===== config.mk =====
export PLATFORM = sky130hd
export DESIGN_NAME = cftc_fetch_ctrl
export DESIGN_NICKNAME = d
export VERILOG_FILES = /design/src/design/cftc_pkg.sv /design/src/design/cftc_fetch_if.sv /design/src/design/cftc_fetch_ctrl.sv /design/src/design/cftc_pacer.sv
export SDC_FILE = /design/constraint.sdc
export NUM_CORES = 1
export LEC_CHECK = 0
export BUFFER_PORTS_ARGS = -buffer_cell sky130_fd_sc_hd__buf_2
export CORE_ASPECT_RATIO = 0.6
export CORE_UTILIZATION = 50
export DETAILED_ROUTE_END_ITERATION = 10
export PLACE_DENSITY = 0.74
export SLEW_MARGIN = 20
export SYNTH_ARGS = -nofsm -noshare
export SYNTH_HDL_FRONTEND = slang
export SYNTH_HIERARCHICAL = 1
export SYNTH_SLANG_ARGS = --single-unit

===== constraint.sdc =====
create_clock -name mclk -period 6.1 [get_ports mclk]
set_input_delay 1.22 -clock mclk [delete_from_list [all_inputs] [get_ports mclk]]
set_output_delay 1.22 -clock mclk [all_outputs]
set_load 0.01 [all_outputs]

===== src/design/cftc_pkg.sv =====
// Overview of operation
// RL1 - fast single-cycle mode runs only when the compatibility fuse is cleared
// RL2 - fast mode fetches one code byte every system clock
// RL3 - two-stage pipeline overlaps next fetch with current execute
// RL4 - fast mode: 1 to 3 byte instructions take one clock per byte
// RL5 - fast mode: branches and calls add a cycle; complex ones add several
// RL6 - fast mode: external code memory makes instructions three times slower
// RL7 - compatibility mode runs when the fuse is set, the factory default
// RL8 - compatibility mode fetches one byte every three system clocks
// RL9 - compatibility mode: six states of two clocks, twelve clocks per machine cycle
// RL10 - compatibility mode: instructions take one, two or four machine cycles
// RL11 - compatibility mode timing is the same for internal and external code
// RL12 - mode is sampled from the fuse at reset and held until next reset
package cftc_pkg;
   localparam int unsigned ADDR_W = 16;
   localparam int unsigned BYTE_W = 8;
   localparam logic [15:0] RESET_PC = 16'h0000;
   localparam logic [1:0] SYNC_STAGES = 2'h3;
   localparam logic [1:0] FETCH_DIV = 2'h3;
   localparam logic [3:0] STATE_CLKS = 4'h2;
   localparam logic [3:0] MC_STATES = 4'h6;
   localparam logic [3:0] MC_CLKS = 4'hc;
   localparam logic [3:0] MC_LAST = MC_CLKS - 4'h1;
   localparam logic [1:0] LEN_ONE = 2'h1;

   typedef enum logic [2:0] {
      ST_WAIT,
      ST_FIRST,
      ST_BYTES,
      ST_EXTRA,
      ST_HOLD
   } cftc_st_e;

   typedef struct packed {
      logic [2:0] sync;
      logic [1:0] wait_cnt;
      logic mode_ok;
      logic fast;
      cftc_st_e st;
      logic [15:0] pc;
      logic [7:0] byte_q;
      logic byte_vld;
      logic start;
      logic done;
      logic [1:0] len;
      logic [1:0] got;
      logic [2:0] extra;
      logic [2:0] mc_left;
      logic [3:0] phase;
   } cftc_state_s;
endpackage : cftc_pkg


===== src/design/cftc_fetch_if.sv =====
interface cftc_fetch_if;
   logic go;
   logic fast;
   logic ext;
   logic sync;
   logic strobe;
   modport ctrl (output go, output fast, output ext, output sync, input strobe);
   modport pacer (input go, input fast, input ext, input sync, output strobe);
endinterface : cftc_fetch_if


===== src/design/cftc_fetch_ctrl.sv =====
module cftc_fetch_ctrl (
   input wire logic mclk,
   input wire logic reset_n,
   input wire logic clk_en,
   input wire logic compat_fuse,
   input wire logic code_ext,
   input wire logic [7:0] code_data,
   input wire logic [1:0] ins_len,
   input wire logic [2:0] ins_extra,
   input wire logic [2:0] ins_mcycles,
   input wire logic redirect_valid,
   input wire logic [15:0] redirect_addr,
   output logic fetch_req,
   output logic [15:0] fetch_addr,
   output logic [7:0] ins_byte,
   output logic ins_byte_valid,
   output logic ins_start,
   output logic ins_done,
   output logic fast_mode,
   output logic mode_valid,
   output logic [2:0] mstate
);
   // ****************************************
   // state and pacing
   // ****************************************
   cftc_pkg::cftc_state_s s_ff;
   cftc_pkg::cftc_state_s nxt_s;
   cftc_fetch_if fif ();
   logic byte_st;
   logic take;

   cftc_pacer u_pacer (
      .mclk(mclk),
      .reset_n(reset_n),
      .clk_en(clk_en),
      .fif(fif)
   );

   assign byte_st = (s_ff.st == cftc_pkg::ST_BYTES) ||
                    ((s_ff.st == cftc_pkg::ST_FIRST) && (s_ff.fast || s_ff.phase == 4'h0));
   assign fif.go = byte_st || (s_ff.st == cftc_pkg::ST_EXTRA);
   assign fif.fast = s_ff.fast;
   // compatibility timing never looks at where the code lives
   assign fif.ext = s_ff.fast && code_ext; // RL11
   // pacer parked on its slot until the mode is known, so phase 0 of the first cycle fetches
   assign fif.sync = !s_ff.fast && (!s_ff.mode_ok || (s_ff.phase == cftc_pkg::MC_LAST));
   assign take = fif.strobe && byte_st;
   assign fetch_req = take && clk_en;

   assign fetch_addr = s_ff.pc;
   assign ins_byte = s_ff.byte_q;
   assign ins_byte_valid = s_ff.byte_vld;
   assign ins_start = s_ff.start;
   assign ins_done = s_ff.done;
   assign fast_mode = s_ff.fast;
   assign mode_valid = s_ff.mode_ok;
   assign mstate = s_ff.fast ? 3'h0 : 3'(s_ff.phase / cftc_pkg::STATE_CLKS);

   // ****************************************
   // first-byte decode
   // ****************************************
   // a zero from the decoder means the shortest form
   function automatic logic [1:0] dec_len(input logic [1:0] raw);
      dec_len = (raw == 2'h0) ? cftc_pkg::LEN_ONE : raw;
   endfunction : dec_len

   // machine cycles still to run once the first one is under way
   function automatic logic [2:0] dec_mc_left(input logic [2:0] raw);
      dec_mc_left = (raw == 3'h0) ? 3'h0 : raw - 3'h1;
   endfunction : dec_mc_left

   // ****************************************
   // sequencing
   // ****************************************
   always_comb begin
      logic [1:0] got_n;
      got_n = s_ff.got + 2'h1;
      nxt_s = s_ff;
      nxt_s.sync = {s_ff.sync[1:0], compat_fuse};
      nxt_s.byte_vld = 1'b0;
      nxt_s.start = 1'b0;
      nxt_s.done = 1'b0;
      if (!s_ff.fast && s_ff.mode_ok) begin
         // twelve clocks per machine cycle, two per state
         nxt_s.phase = (s_ff.phase == cftc_pkg::MC_LAST) ? 4'h0 : s_ff.phase + 4'h1; // RL9
      end
      case (s_ff.st)
         cftc_pkg::ST_WAIT: begin
            if (s_ff.wait_cnt != cftc_pkg::SYNC_STAGES) begin
               nxt_s.wait_cnt = s_ff.wait_cnt + 2'h1;
            end else if (s_ff.sync[2] == s_ff.sync[1]) begin
               // strap caught once; nothing later changes it
               nxt_s.fast = !s_ff.sync[2]; // RL1 RL7 RL12
               nxt_s.mode_ok = 1'b1;
               nxt_s.phase = 4'h0;
               nxt_s.st = cftc_pkg::ST_FIRST;
            end
         end
         cftc_pkg::ST_FIRST, cftc_pkg::ST_BYTES: begin
            if (take) begin
               nxt_s.byte_q = code_data;
               nxt_s.byte_vld = 1'b1;
               nxt_s.pc = s_ff.pc + 16'h0001; // RL2
               if (s_ff.st == cftc_pkg::ST_FIRST) begin
                  nxt_s.start = 1'b1;
                  nxt_s.len = dec_len(ins_len);
                  nxt_s.extra = ins_extra;
                  nxt_s.mc_left = dec_mc_left(ins_mcycles); // RL10
                  nxt_s.got = cftc_pkg::LEN_ONE;
                  got_n = cftc_pkg::LEN_ONE;
               end else begin
                  nxt_s.got = got_n;
               end
               if (got_n == nxt_s.len) begin
                  if (!s_ff.fast) begin
                     nxt_s.st = cftc_pkg::ST_HOLD; // RL10
                  end else if (nxt_s.extra != 3'h0) begin
                     nxt_s.st = cftc_pkg::ST_EXTRA; // RL5
                  end else begin
                     // done beside the last byte; with internal code the next fetch starts at once
                     nxt_s.done = 1'b1; // RL3 RL4
                     nxt_s.st = cftc_pkg::ST_FIRST;
                     if (redirect_valid) begin
                        nxt_s.pc = redirect_addr;
                     end
                  end
               end else begin
                  nxt_s.st = cftc_pkg::ST_BYTES;
               end
            end
         end
         cftc_pkg::ST_EXTRA: begin
            // extra slots are paced too, so external code stays three times slower
            if (fif.strobe) begin
               nxt_s.extra = s_ff.extra - 3'h1; // RL5 RL6
               if (s_ff.extra == 3'h1) begin
                  nxt_s.done = 1'b1;
                  nxt_s.st = cftc_pkg::ST_FIRST;
                  if (redirect_valid) begin
                     nxt_s.pc = redirect_addr;
                  end
               end
            end
         end
         cftc_pkg::ST_HOLD: begin
            if (s_ff.phase == cftc_pkg::MC_LAST) begin
               if (s_ff.mc_left == 3'h0) begin
                  nxt_s.done = 1'b1; // RL10
                  nxt_s.st = cftc_pkg::ST_FIRST;
                  if (redirect_valid) begin
                     nxt_s.pc = redirect_addr;
                  end
               end else begin
                  nxt_s.mc_left = s_ff.mc_left - 3'h1;
               end
            end
         end
         default: begin
            nxt_s.st = cftc_pkg::ST_WAIT;
         end
      endcase
   end

   always_ff @(posedge mclk or negedge reset_n) begin
      if (!reset_n) begin
         s_ff <= '{sync: 3'h0, wait_cnt: 2'h0, mode_ok: 1'b0, fast: 1'b0,
                   st: cftc_pkg::ST_WAIT, pc: cftc_pkg::RESET_PC, byte_q: 8'h00,
                   byte_vld: 1'b0, start: 1'b0, done: 1'b0, len: 2'h0, got: 2'h0,
                   extra: 3'h0, mc_left: 3'h0, phase: 4'h0};
      end else if (clk_en) begin
         s_ff <= nxt_s;
      end
   end
endmodule : cftc_fetch_ctrl


===== src/design/cftc_pacer.sv =====
module cftc_pacer (
   input wire logic mclk,
   input wire logic reset_n,
   input wire logic clk_en,
   cftc_fetch_if.pacer fif
);
   typedef struct packed {
      logic [1:0] cnt;
   } cftc_pacer_s;

   cftc_pacer_s s_ff;
   cftc_pacer_s nxt_s;
   logic last;

   assign last = (s_ff.cnt == cftc_pkg::FETCH_DIV - 2'h1);
   // internal fast code takes a slot every clock, otherwise every third
   assign fif.strobe = fif.go && ((fif.fast && !fif.ext) || last); // RL2 RL6 RL8

   always_comb begin
      nxt_s = s_ff;
      if (fif.sync) begin
         // line the slots up with the machine-cycle start
         nxt_s.cnt = cftc_pkg::FETCH_DIV - 2'h1; // RL8 RL11
      end else if (fif.fast && !fif.go) begin
         nxt_s.cnt = 2'h0;
      end else if (last) begin
         nxt_s.cnt = 2'h0;
      end else begin
         nxt_s.cnt = s_ff.cnt + 2'h1;
      end
   end

   always_ff @(posedge mclk or negedge reset_n) begin
      if (!reset_n) begin
         s_ff <= '0;
      end else if (clk_en) begin
         s_ff <= nxt_s;
      end
   end
endmodule : cftc_pacer


==> results of run 1 <==
## synthesized netlist by cell type, types with 4 or more instances
| cell | number | area share (%) |
|---|---|---|
| sky130_fd_sc_hd__dfrtp_1 | 53 | 38 |
| sky130_fd_sc_hd__nand2_1 | 53 | 5.8 |
| sky130_fd_sc_hd__o21ai_0 | 30 | 4.4 |
| sky130_fd_sc_hd__buf_4 | 26 | 5.7 |
| sky130_fd_sc_hd__nor2_1 | 19 | 2.1 |
| sky130_fd_sc_hd__inv_1 | 17 | 1.8 |
| sky130_fd_sc_hd__a221o_1 | 13 | 3.8 |
| sky130_fd_sc_hd__a21oi_1 | 12 | 1.7 |
| sky130_fd_sc_hd__nor2b_1 | 12 | 2.2 |
| sky130_fd_sc_hd__nor3_1 | 11 | 1.6 |
| sky130_fd_sc_hd__ha_1 | 10 | 3.6 |
| sky130_fd_sc_hd__clkbuf_1 | 9 | 0.98 |
| sky130_fd_sc_hd__o2bb2ai_1 | 9 | 2.3 |
| sky130_fd_sc_hd__and2_1 | 8 | 1.5 |
| sky130_fd_sc_hd__nand3_1 | 8 | 1.2 |
| sky130_fd_sc_hd__nand4_1 | 8 | 1.5 |
| sky130_fd_sc_hd__and3_1 | 7 | 1.3 |
| sky130_fd_sc_hd__mux2i_1 | 6 | 1.7 |
| sky130_fd_sc_hd__mux2_2 | 5 | 1.6 |
| sky130_fd_sc_hd__a31oi_1 | 4 | 0.73 |
| sky130_fd_sc_hd__buf_2 | 4 | 0.58 |
| sky130_fd_sc_hd__nand2b_1 | 4 | 0.73 |
## worst register-to-register path, stage by stage, from the launching register on
cell and delay [ps]:
sky130_fd_sc_hd__dfrtp_1 420, sky130_fd_sc_hd__inv_1 100, sky130_fd_sc_hd__ha_1 150, sky130_fd_sc_hd__nor3b_2 380, sky130_fd_sc_hd__o21ai_0 190, sky130_fd_sc_hd__nand2_1 130, sky130_fd_sc_hd__a21boi_0 180, sky130_fd_sc_hd__buf_4 180
sky130_fd_sc_hd__and3b_1 170, sky130_fd_sc_hd__o221ai_1 140, sky130_fd_sc_hd__nor4_2 810, sky130_fd_sc_hd__o21a_1 600, sky130_fd_sc_hd__a221o_1 250
## per-layer routing
metal / global-route usage [%] / wire length, µm
met5: 0 / 0
met4: 4.50 / 65
met3: 4.43 / 583
met2: 34.2 / 3410
met1: 34.8 / 3930
## metrics by stage
stage | utilization, % | worst slack [ps]
3_3_place_gp | 54.9 | 1760
4_1_cts | 57.2 | 1630
2_1_floorplan | - | 2150
3_5_place_dp | 54.9 | 1690
6_report | 57.2 | 1600
5_1_grt | 57.2 | 1340
## how the worst min path moves through the flow
stage	startpoint	slack, ps	depth (start not counted)	endpoint
after floorplan	ins_byte[0]$_DFFE_PN0P_	450	2	ins_byte[0]$_DFFE_PN0P_
after global placement	ins_byte[1]$_DFFE_PN0P_	460	2	ins_byte[1]$_DFFE_PN0P_
after detailed placement	ins_byte[3]$_DFFE_PN0P_	460	2	ins_byte[3]$_DFFE_PN0P_
after CTS	ins_byte[3]$_DFFE_PN0P_	470	2	ins_byte[3]$_DFFE_PN0P_
after global routing	s_ff[46]$_DFFE_PN0P_	510	1	s_ff[46]$_DFFE_PN0P_
final	ins_byte[3]$_DFFE_PN0P_	470	2	ins_byte[3]$_DFFE_PN0P_
## placed cells by master, fill, tap and decap left out, types with 3 or more instances in the layout
cell,count
sky130_fd_sc_hd__xnor2_1,3
sky130_fd_sc_hd__dfrtp_1,53
sky130_fd_sc_hd__and2_1,8
sky130_fd_sc_hd__ha_1,10
sky130_fd_sc_hd__nor3b_1,3
sky130_fd_sc_hd__a221o_1,13
sky130_fd_sc_hd__a21oi_1,12
sky130_fd_sc_hd__nor3_1,11
sky130_fd_sc_hd__nor2b_1,12
sky130_fd_sc_hd__o21ai_0,30
sky130_fd_sc_hd__or2_2,3
sky130_fd_sc_hd__mux2_2,5
sky130_fd_sc_hd__and3_1,7
sky130_fd_sc_hd__o211ai_1,3
sky130_fd_sc_hd__and3b_1,3
sky130_fd_sc_hd__clkbuf_16,5
sky130_fd_sc_hd__buf_2,70
sky130_fd_sc_hd__o2bb2ai_1,9
sky130_fd_sc_hd__o21a_1,3
sky130_fd_sc_hd__mux2i_1,6
sky130_fd_sc_hd__a31oi_1,4
sky130_fd_sc_hd__inv_1,17
sky130_fd_sc_hd__nand2_1,53
sky130_fd_sc_hd__nand3_1,8
sky130_fd_sc_hd__nand2b_1,4
sky130_fd_sc_hd__nand4_1,8
sky130_fd_sc_hd__buf_4,4
sky130_fd_sc_hd__nor2_1,19
## layout make-up
class | count | area, µm²
Fill cell | 639 | 2860
Multi-Input combinational cell | 277 | 1790
Sequential cell | 53 | 1330
Timing Repair Buffer | 74 | 380
Clock buffer | 6 | 139
Tap cell | 87 | 109
Inverter | 17 | 63.8
Clock inverter | 2 | 13.8
## cell families (layout without fill, tap and decap cells)
family                     after synthesis  in the layout  share of synthesized area [%]
AOI/OAI and AO/OA                       96             96                           19.9
xor gates and xnor gates                 5              5                           1.27
adders and majority gates               10             10                           3.63
buffers and inverters                   58             99                           9.72
DFF                                     53             53                           38.4
muxes                                   11             11                           3.37
and+or+nand+nor                        155            155                           23.6
## state kept, by name, indices dropped and copies added (netlist names)
name	cells
ins_byte	8
ins_byte_valid	1
ins_done	1
ins_start	1
fast_mode	1
u_pacer/s_ff	2
fetch_addr	16
mode_valid	1
s_ff	20
nxt_s	2
## report_power, final
group          internal (mW)  switching, mW
Sequential             0.482          0.160
Combinational          0.332          0.439
Clock                  0.163          0.126
Total                  0.978          0.725
==> results list, run 1 <==
- Dividing the final minimum period by the clock period gives between 70% and 80%.
- Dividing the detail-routed wire length by the instance count gives 15.5 µm.
- The run finished with clean final reports.
* Post-synth ARST share: between 90% and 100%
- Overall overflow remaining after global route: 0
- Critical Setup Path Class: reg2out
- For the pin with the worst max-slew slack, the measured transition is just under 900 ps.
* Post-CTS clock slew at the launch and capture registers of the worst setup and hold paths: 70 ps
* Flip-flop and latch count after synthesis: 53
- The mapped netlist covers approximately 3500 µm².
- Counting buffers and inverters, the worst setup path is 12 cells deep.
- Buffers inserted during clock tree synthesis total 5.
- The Yosys step of the flow raised 6 warnings.
- Tightest slew margin relative to the limit: 41.1%
- The slowest stage of the critical path belongs to the cell sky130_fd_sc_hd__dfrtp_1.
* Top-Level Pins: 71
- After detailed routing, the number of vias per cell comes to 5.83.
- PwrDens: between 400 and 500 nW/µm²
- CTS root buf: sky130_fd_sc_hd__clkbuf_16
- Via count: 3009
- Port Buf Inserts: 70
- The die covers between 7000 and 8000 µm².
- Standard cell area after detailed placement: 3670 µm²
* DP HPWL: ~5800 µm
* DRC violation total after the first TritonRoute iteration: around 350
- Final Instance Count excl. Fillers: ~520
- Entering global routing, the biggest net connects 54 pins.
* Fraction of final layout cells with drive strength greater than 1: roughly 23%
- Worst-skew pair later-pin latency: 290 ps
- Timing would allow up to 0.222 GHz.
- GRT Total Usage: approximately 23%
- Summed area of non-filler cells in the final layout: 3820 µm²
- The tree built by TritonCTS fans out to between 50 and 60 sinks.
* Via count of the first global-routing pass: about 2600
- Net count after synthesis: approximately 440
* Average cell area after synthesis: 8.89 µm²
- For the final routed database, the setup TNS stands at 0 ps.
* Number of buffers between clock root and the deepest sink: 2
* Residual DRC count: 0
- Counting cells, the worst reg-to-reg path comes to 12.
- At the end of routability-driven placement, the weighted congestion stood at between 0.8 and 0.9.
- At the worst endpoint, the required time is a little under 5000 ps.
- Total instance count after detailed placement: ~510
- 0 antenna diodes ended up in the layout.
- The endpoint identified for the worst register-to-register timing path is fetch_addr[7]$_DFFE_PN0P_.
- The number of gates resized after CTS was 0.
- TritonCTS clock tree: built
* Post-synthesis instance total: 388
- Critical register-to-register path startpoint: s_ff[1]$_DFFE_PN0P_
- Min cycle time layout: around 4500 ps
* Capturing element type of the critical path: primary output
- Net count, final: 476
- Wires add up to around 8000 µm.
- IR Drop Worst-Case VDD: approximately 0.2 mV
- Count of H-tree levels built during CTS: 2
- The most used flip-flop cell after synthesis is sky130_fd_sc_hd__dfrtp_1.
- The total count of hold-check failures in the final report came to 0.
- CP Max Fanout: 12
- Critical Path Start Type: flip-flop
- Slowest cell delay on critical path: about 420 ps
* Worst hold path class: reg2reg
* Area of the core: between 6000 and 7000 µm²
- The first detailed-routing pass took 5 iterations.
* Internal reg-to-reg setup slack: about 2300 ps
- Sequential-to-total area share from yosys stat: 38.4%
- The first global-routing pass estimated between 10000 and 15000 µm of wire.
- Cell breakdown of the critical path: inv_1 -> ha_1 -> nor3b_2 -> o21ai_0 -> nand2_1 -> a21boi_0 -> buf_4 -> nor2b_1 -> o311a_1 -> nand2_1 -> inv_1 -> buf_2
* Count of endpoints failing setup in the final report: 0
* Bufs and invs on worst path: 4
* Count of max-cap constraint violations: 0
* Syn-to-layout area delta: 10.7%
* Number of library cell types mapped by synthesis: 58
- Post-CTS Hold Buffers: 0
- Antenna violations before repair: 0
- Gate family responsible for the most delay along the worst path: simple AND/OR/NAND/NOR gates
- Site Rows: 23
- In this run the vertical extent of the chip is 66.4 µm.
- The initial utilization of the core area, before any placement, comes to 51.7%.
- Final total power: 1.70 mW
* Floorplan die width: about 110 µm
- Data on the critical path arrives at its endpoint at around 3300 ps.
* RSZ-0062 raised after global routing: false
- Post-CTS repair timing setup buffer count: 0
* Remaining number of nets flagged by the antenna check after routing: 0
- The most critical setup path has its endpoint at fetch_req.
- Cell leakage power: between 1.5 and 2 nW
- The final count of pins violating max slew is 0.
- Tracing the worst setup path back leads to its startpoint at s_ff[1]$_DFFE_PN0P_.
- Hold Worst Slack: 468 ps
- Clock Skews: approximately 6.6 ps
- The synthesized design contains 0 enable-type register cells.
Note: power is estimated with default switching activity, not from simulation.
==> inputs of run 2 (changes only) <==
--- a/config.mk
+++ b/config.mk
@@ -9,7 +9,7 @@
 export CORE_ASPECT_RATIO = 0.6
 export CORE_UTILIZATION = 50
 export DETAILED_ROUTE_END_ITERATION = 10
-export PLACE_DENSITY = 0.74
+export PLACE_DENSITY = 0.77
 export SLEW_MARGIN = 20
 export SYNTH_ARGS = -nofsm -noshare
 export SYNTH_HDL_FRONTEND = slang
==> constraint.sdc (replaced) <==
create_clock -name mclk -period 3.7 [get_ports mclk]
set_input_delay 0.74 -clock mclk [delete_from_list [all_inputs] [get_ports mclk]]
set_output_delay 0.74 -clock mclk [all_outputs]
set_load 0.01 [all_outputs]
==> results list, run 2 (same netlist as run 1, synthesis figures left out) <==
- The worst setup path is of the reg2out kind.
- Clock Skews: between 4 and 5 ps
- Site Rows: 23
- For the worst setup path, the data required time is between 2000 and 3000 ps.
- Post-Route WL: around 8000 µm
- In the layout the commonest cells are 70 x sky130_fd_sc_hd__buf_2, 53 x sky130_fd_sc_hd__nand2_1, 53 x sky130_fd_sc_hd__dfrtp_1.
- Worst hold path class: in2async
- Via count of the first global-routing pass: about 2700
* Capturing element type of the critical path: primary output
* Starting Density: about half
* TritonCTS clock tree: built
- TritonCTS buffer count: 5
* Top-Level Pins: 71
* DRC violation total after the first TritonRoute iteration: between 200 and 250
- Worst-skew pair later-pin latency: 300 ps
- The initial antenna violation count was 0.
* Net count, final: around 480
- Cell leakage power: between 1.5 and 2 nW
- The library cell used most frequently in the layout, excluding fill and tap cells, is sky130_fd_sc_hd__buf_2.
* Min cycle time layout: 3400 ps
- CP Max Fanout: 9
* Outcome: complete, no violations
* Residual DRC count: 0
- The final count of pins violating max slew is 0.
* PwrDens: roughly 730 nW/µm²
- IR Drop Worst-Case VDD: roughly 0.35 mV
* Total instance count after detailed placement: just over 500
* # fillers: ~600
- Via count: between 3000 and 4000
- Number of antenna cells inserted: 0
- Arr. time, crit path: around 2700 ps
- Entering global routing, the biggest net connects 29 pins.
* Global-route wire length before repair: 13200 µm
- Fraction of final layout cells with drive strength greater than 1: a little under a quarter
- Measured along the y axis, the die boundary spans about 66 µm.
* Area of the core: between 6000 and 7000 µm²
- Tightest slew margin relative to the limit: around two fifths
- The most critical setup path has its startpoint at s_ff[0]$_DFFE_PN0P_.
* Floorplan die width: around 110 µm
- GRT Total Usage: about a quarter
* RSZ-0062 raised after global routing: false
- Setup violations remaining at the end of the flow were counted as 0.
* Fmax: about 0.3 GHz
- Critical Path Start Type: flip-flop
- Counting flops per register, the top entry is s_ff.
- Critical register-to-register path startpoint: s_ff[0]$_DFFE_PN0P_
* Number of sinks handled by clock tree synthesis: between 50 and 60
- Clock-pin slew was measured on the worst setup and hold paths at roughly 70 ps.
* Flip-flop count of the largest register, all copies and words added: 20
- The die covers 7250 µm².
* Count of max-cap constraint violations: 0
- In the final routed layout, each cell accounts on average for about 15 µm.
- In this run the clock root is driven by a sky130_fd_sc_hd__clkbuf_16.
- Dividing the detail-routed via count by the number of cells gives 5.86.
* Fin Setup TNS: 0 ps
- Overall overflow remaining after global route: 0
- The congestion estimate from routability-driven global placement came to between 0.8 and 0.9.
- After layout, the worst path uses 91.9% of the clock period.
* Port Buf Inserts: 70
* DRT Pass-1 Iters: 5
* DP HPWL: ~6100 µm
* Final Hold Vio Count: 0
* Final Instance Count excl. Fillers: approximately 520
- Worst slew pin tran: 884 ps
- Compared with the post-synthesis result, the final layout area differs by 12.2%.
* Number of buffers between clock root and the deepest sink: 2
- The count of nets left with antenna violations once routing finished came out at 0.
- The clock tree synthesis step divided the H-tree into 2 levels.
==> run 2: cell count changes in the layout (fill, tap and decap cells not counted) <==
cell                         previous run  this run
sky130_fd_sc_hd__nor3b_4                0         1
sky130_fd_sc_hd__buf_4                  4        10
sky130_fd_sc_hd__nor2_4                 0         1
sky130_fd_sc_hd__clkinv_4               1         0
sky130_fd_sc_hd__clkbuf_1               0         1
sky130_fd_sc_hd__nor2_2                 1         0
sky130_fd_sc_hd__nor3b_2                2         1
sky130_fd_sc_hd__clkinv_2               1         0
sky130_fd_sc_hd__clkinvlp_4             0         2
sky130_fd_sc_hd__or4_1                  2         1
sky130_fd_sc_hd__or4_4                  0         1
sky130_fd_sc_hd__clkbuf_8               1         0
==> run 2: metrics by stage <==
stage	hold slack (ps)	setup WS [ps]	area (µm²)	power, mW	util [%]
after floorplan	444	453	3450	2.06	-
after global placement	457	250	3710	2.30	55.6
after detailed placement	458	116	3710	2.36	55.6
after CTS	465	98.3	3860	2.83	57.8
after global routing	497	77.2	3870	3.07	58.0
final	443	301	3870	2.84	58.0
==> run 2: timing repair <==
| item | in CTS | in global routing |
|---|---|---|
| hold buffers | 0 | 0 |
| setup buffers | 0 | 0 |
| setup endpoints to repair | 0 | 14 |
| gates resized for setup | 0 | 3 |
==> run 2: worst paths after layout <==
path                                                  end  slack, ps  cells past startpoint
worst max-delay path                            fetch_req        300                     12
worst min-delay path            fetch_addr[6]$_DFFE_PN0P_        440                      1
worst max register to register  fetch_addr[6]$_DFFE_PN0P_        470                     12
worst min register to register       s_ff[46]$_DFFE_PN0P_        480                      1
max in group asynchronous            s_ff[41]$_DFFE_PN0P_       2470                      2
min in group mclk                    s_ff[46]$_DFFE_PN0P_        480                      1
==> run 2: report_power, final <==
group | internal [mW] | switching (mW) | leakage (nW)
Sequential | 0.795 | 0.244 | 0.683
Clock | 0.251 | 0.215 | 0.0631
Combinational | 0.586 | 0.753 | 1.14
Total | 1.63 | 1.21 | 1.88
==> run 2: cell type report <==
| class | count | area, µm² | area share [%] |
|---|---|---|---|
| Inverter | 17 | 63.8 | 1.65 |
| Sequential cell | 53 | 1330 | 34.2 |
| Clock buffer | 6 | 129 | 3.33 |
| Multi-Input combinational cell | 277 | 1800 | 46.6 |
| Timing Repair Buffer | 80 | 425 | 11.0 |
| Clock inverter | 2 | 15.0 | 0.388 |
| Tap cell | 87 | 109 | 2.81 |
==> run 2: worst max-delay path: stages, from the launching register on <==
cell and delay [ps]:
sky130_fd_sc_hd__dfrtp_1 420, sky130_fd_sc_hd__inv_1 70, sky130_fd_sc_hd__ha_1 140, sky130_fd_sc_hd__nor3b_4 300, sky130_fd_sc_hd__o21ai_0 160, sky130_fd_sc_hd__nand2_1 120
sky130_fd_sc_hd__a21boi_0 180, sky130_fd_sc_hd__buf_4 180, sky130_fd_sc_hd__nor2b_1 180, sky130_fd_sc_hd__o311a_1 280, sky130_fd_sc_hd__nand2_1 110, sky130_fd_sc_hd__inv_1 90
sky130_fd_sc_hd__buf_2 130
==> run 2: routing by layer <==
layer	vias up	GRT usage (%)	wire [µm]
met5	-	0	0
met1	1449	37.1	3860
li1	1470	-	-
met3	7	5.52	754
met2	132	32.0	3340
met4	0	7.33	75
==> inputs of run 3 (changes only) <==
--- a/config.mk
+++ b/config.mk
@@ -5,11 +5,12 @@
 export SDC_FILE = /design/constraint.sdc
 export NUM_CORES = 1
 export LEC_CHECK = 0
+export ABC_AREA = 1
 export BUFFER_PORTS_ARGS = -buffer_cell sky130_fd_sc_hd__buf_2
 export CORE_ASPECT_RATIO = 0.6
 export CORE_UTILIZATION = 50
 export DETAILED_ROUTE_END_ITERATION = 10
-export PLACE_DENSITY = 0.77
+export PLACE_DENSITY = 0.76
 export SLEW_MARGIN = 20
 export SYNTH_ARGS = -nofsm -noshare
 export SYNTH_HDL_FRONTEND = slang
==> results list, run 3 <==
- In this run, synthesis produced a sequential element count of 53.
* PwrDens: between 600 and 700 nW/µm²
- CTS root buf: sky130_fd_sc_hd__clkbuf_16
- Post-Route WL: ~8900 µm
- The first TritonRoute pass finished after 5 iterations.
* Port Buf Inserts: 70
* Worst slack after detailed placement: around 820 ps
- Critical Setup Path Class: reg2out
* Antenna violations before repair: 0
- Tightest slew margin relative to the limit: 59.2%
- Post-synth EDFFs: 0
- Global-route wire length before repair: approximately 14000 µm
- The floorplan step set the die width to roughly 110 µm.
* TritonCTS buffer count: 5
- CP required: ~3000 ps
* RSZ-0062 raised after global routing: false
* Reg2reg path depth: 12
- Number of sinks handled by clock tree synthesis: 53
- STA classifies the critical path startpoint as a flip-flop.
- Counting every instance in the synthesized netlist gives about 530.
* Leading register cell type out of synthesis: sky130_fd_sc_hd__dfrtp_1
* Internal reg-to-reg setup slack: about 890 ps
- Fin Setup TNS: 0 ps
* Via count: 3446
* Count of max-cap constraint violations: 0
- Critical register-to-register path startpoint: s_ff[43]$_DFFE_PN0P_
- For this design the static power due to leakage is approximately 2.3 nW.
* Fmax: 0.309 GHz
- Yosys warns: 6
* Number of library cell types mapped by synthesis: 38
* Min cycle time layout: between 3000 and 4000 ps
- Most repeated cell in the gate-level netlist after synthesis: sky130_fd_sc_hd__nand2_1
- The run finished with clean final reports.
- Final total power: approximately 2.7 mW
- Area share of the leading cell type in the synthesized netlist: 35.5%
- Starting Density: around 54%
- After floorplanning, the core was sized to cover about 7000 µm².
* DP HPWL: about 6600 µm
- Max-slew violation total from the final report: 0
* Post-synth design cell area: about 3700 µm²
- For the worst setup path, the data arrival time is 2500 ps.
- Once detail routing completed, the nets flagged for antenna violations numbered 0.
* Critical path's most frequent cell: sky130_fd_sc_hd__inv_1
- The clock reaches the later pin of the worst-skew pair after approximately 300 ps.
- Of the available clock period, the critical path in the final layout requires ~88%.
- The die covers 7830 µm².
- The number of nets handed over by synthesis was about 580.
* Number of buffers between clock root and the deepest sink: 2
- Leading cell types by total area after synthesis: sky130_fd_sc_hd__dfrtp_1 35%, sky130_fd_sc_hd__nand2_1 17%, sky130_fd_sc_hd__inv_1 6.7%, sky130_fd_sc_hd__nand3_1 6.7%, sky130_fd_sc_hd__buf_4 5.2%
- Clock Skews: ~8.4 ps
* CP Max Fanout: 13
- Site Rows: 23
- Top-Level Pins: 71
* Worst reg2reg path endpoint: fetch_addr[13]$_DFFE_PN0P_
- Most common cell after layout, fill and taps aside: sky130_fd_sc_hd__nand2_1
* Worst slew pin tran: 608 ps
* Die height: around 70 µm
- Wire length per cell after detailed routing: ~13 µm
* Count of H-tree levels built during CTS: 2
- The register with the most flip-flops in the layout has 20 of them.
- Slowest cell delay on critical path: 440 ps
* # fillers: around 670
- Residual DRC count: 0
- TritonCTS clock tree: built
- Average cell area after synthesis: about 7 µm²
* Post-CTS repair timing setup buffer count: 0
- After clock tree synthesis, the flow added hold-fix buffers numbering 0.
- The repair_antennas step left the layout with diodes totalling 0.
- Fraction of final layout cells with drive strength greater than 1: a little under a fifth
- The min-delay analysis places its worst path in the category in2async.
- Setup violations remaining at the end of the flow were counted as 0.
* Cell type contributing the most total cell area after synthesis: sky130_fd_sc_hd__dfrtp_1
- Capturing element type of the critical path: primary output
- Avg Vias per Cell: approximately 5.1
* Net count, final: ~620
- Most frequent cells in the layout: 168 x sky130_fd_sc_hd__nand2_1, 70 x sky130_fd_sc_hd__buf_2, 67 x sky130_fd_sc_hd__inv_1
* Syn-to-layout area delta: 11.0%
* Register with the highest flop count: s_ff
* Post-CTS Resized: 0
- For this block, the initial DRC count from the detailed router was 273.
- Maximum number of pins on one net before global-route repair: 35
- Counting flops with an async set or reset pin after synthesis yields a share of 100%.
- For this run the aggregate overflow at the end of global routing stands at 0.
- IR Drop Worst-Case VDD: around 0.33 mV
* Cell breakdown of the critical path: nor2_4 -> nand2_2 -> inv_1 -> nand2_1 -> nand3_1 -> inv_1 -> a21oi_1 -> nand3_2 -> inv_1 -> buf_2
* GRT Total Usage: 23.6%
* Routability congestion estimate: between 0.9 and 1
- Master of the slowest instance on the critical path: sky130_fd_sc_hd__dfrtp_1
- Sequential-to-total area share from yosys stat: a little over a third
- Min setup slack post-route: around 460 ps
* Final Hold Vio Count: 0
- Post-CTS clock slew at the launch and capture registers of the worst setup and hold paths: 70 ps
- Top cells by count, synth: 168 x sky130_fd_sc_hd__nand2_1, 67 x sky130_fd_sc_hd__inv_1, 53 x sky130_fd_sc_hd__dfrtp_1, 50 x sky130_fd_sc_hd__nand3_1, 39 x sky130_fd_sc_hd__nor2_1
- Via count of the first global-routing pass: around 3000
## run 3: cell count changes after synthesis, sizes merged, moves of 6 or more
cell,delta
nand2,+122
inv,+51
nand3,+46
nor2,+24
a221o,-13
nor2b,-12
o2bb2ai,-9
and2,-8
xor2,+7
and3,-6
clkbuf,-6
mux2i,-6
o21ai,-6
o22ai,+6
## run 3: cell type report
class | instances | area (µm²) | area share (%)
Tap cell | 100 | 125 | 3.02
Clock inverter | 2 | 37.5 | 0.905
Multi-Input combinational cell | 374 | 1890 | 45.5
Timing Repair Buffer | 73 | 373 | 8.99
Sequential cell | 53 | 1330 | 32.0
Clock buffer | 6 | 139 | 3.35
Inverter | 69 | 259 | 6.25
## run 3: per-layer routing
layer / share of wire (%) / up-vias / track usage, % / wire (µm)
met2: 40 / 147 / 35.6 / 3580
met5: 0 / - / 0 / 0
met1: 50 / 1547 / 34.8 / 4420
met3: 8.8 / 13 / 4.90 / 781
met4: 1.0 / 0 / 4.77 / 91
li1: - / 1739 / - / -
## run 3: per-stage QoR
step	cells	utilization, %	hold slack [ps]	cell area, µm²
after global placement	669	57.2	460	3970
after detailed placement	669	57.2	463	3970
final	677	59.8	381	4150
after global routing	677	59.8	425	4150
after CTS	677	59.8	400	4150
after floorplan	534	-	444	3740
## run 3: critical path, delay by kind of cell, from the launching register on
kind | cells | cell delay (ps)
AOI/OAI and AO/OA | 1 | 280
DFF | 1 | 440
and+or+nand+nor | 5 | 750
buffers and inverters | 4 | 730
## run 3: cell families after synthesis
kind of cell | after synthesis | share of synthesized area (%)
AO/OA/AOI/OAI | 46 | 7.17
adder cells (fa/ha/maj) | 10 | 3.35
multiplexers | 1 | 0.301
XOR/XNOR | 14 | 3.28
buffers and inverters | 107 | 14.0
flip-flops | 53 | 35.5
AND/OR/NAND/NOR | 303 | 36.4
## run 3: report_power, final
part / switching [mW] / total, mW / leakage (nW) / internal [mW]
Clock: 0.217 / 0.555 / 0.0831 / 0.338
Sequential: 0.188 / 0.946 / 0.678 / 0.759
Combinational: 0.728 / 1.15 / 1.54 / 0.424
## run 3: worst max path at each step
| stage | slack [ps] | end | from |
|---|---|---|---|
| after floorplan | 1340 | fetch_req | code_ext |
| after CTS | 480 | fetch_req | s_ff[43]$_DFFE_PN0P_ |
| after global routing | 200 | fetch_req | s_ff[43]$_DFFE_PN0P_ |
| after global placement | 940 | fetch_req | s_ff[42]$_DFFE_PN0P_ |
| final | 460 | fetch_req | s_ff[43]$_DFFE_PN0P_ |
| after detailed placement | 820 | fetch_req | s_ff[42]$_DFFE_PN0P_ |
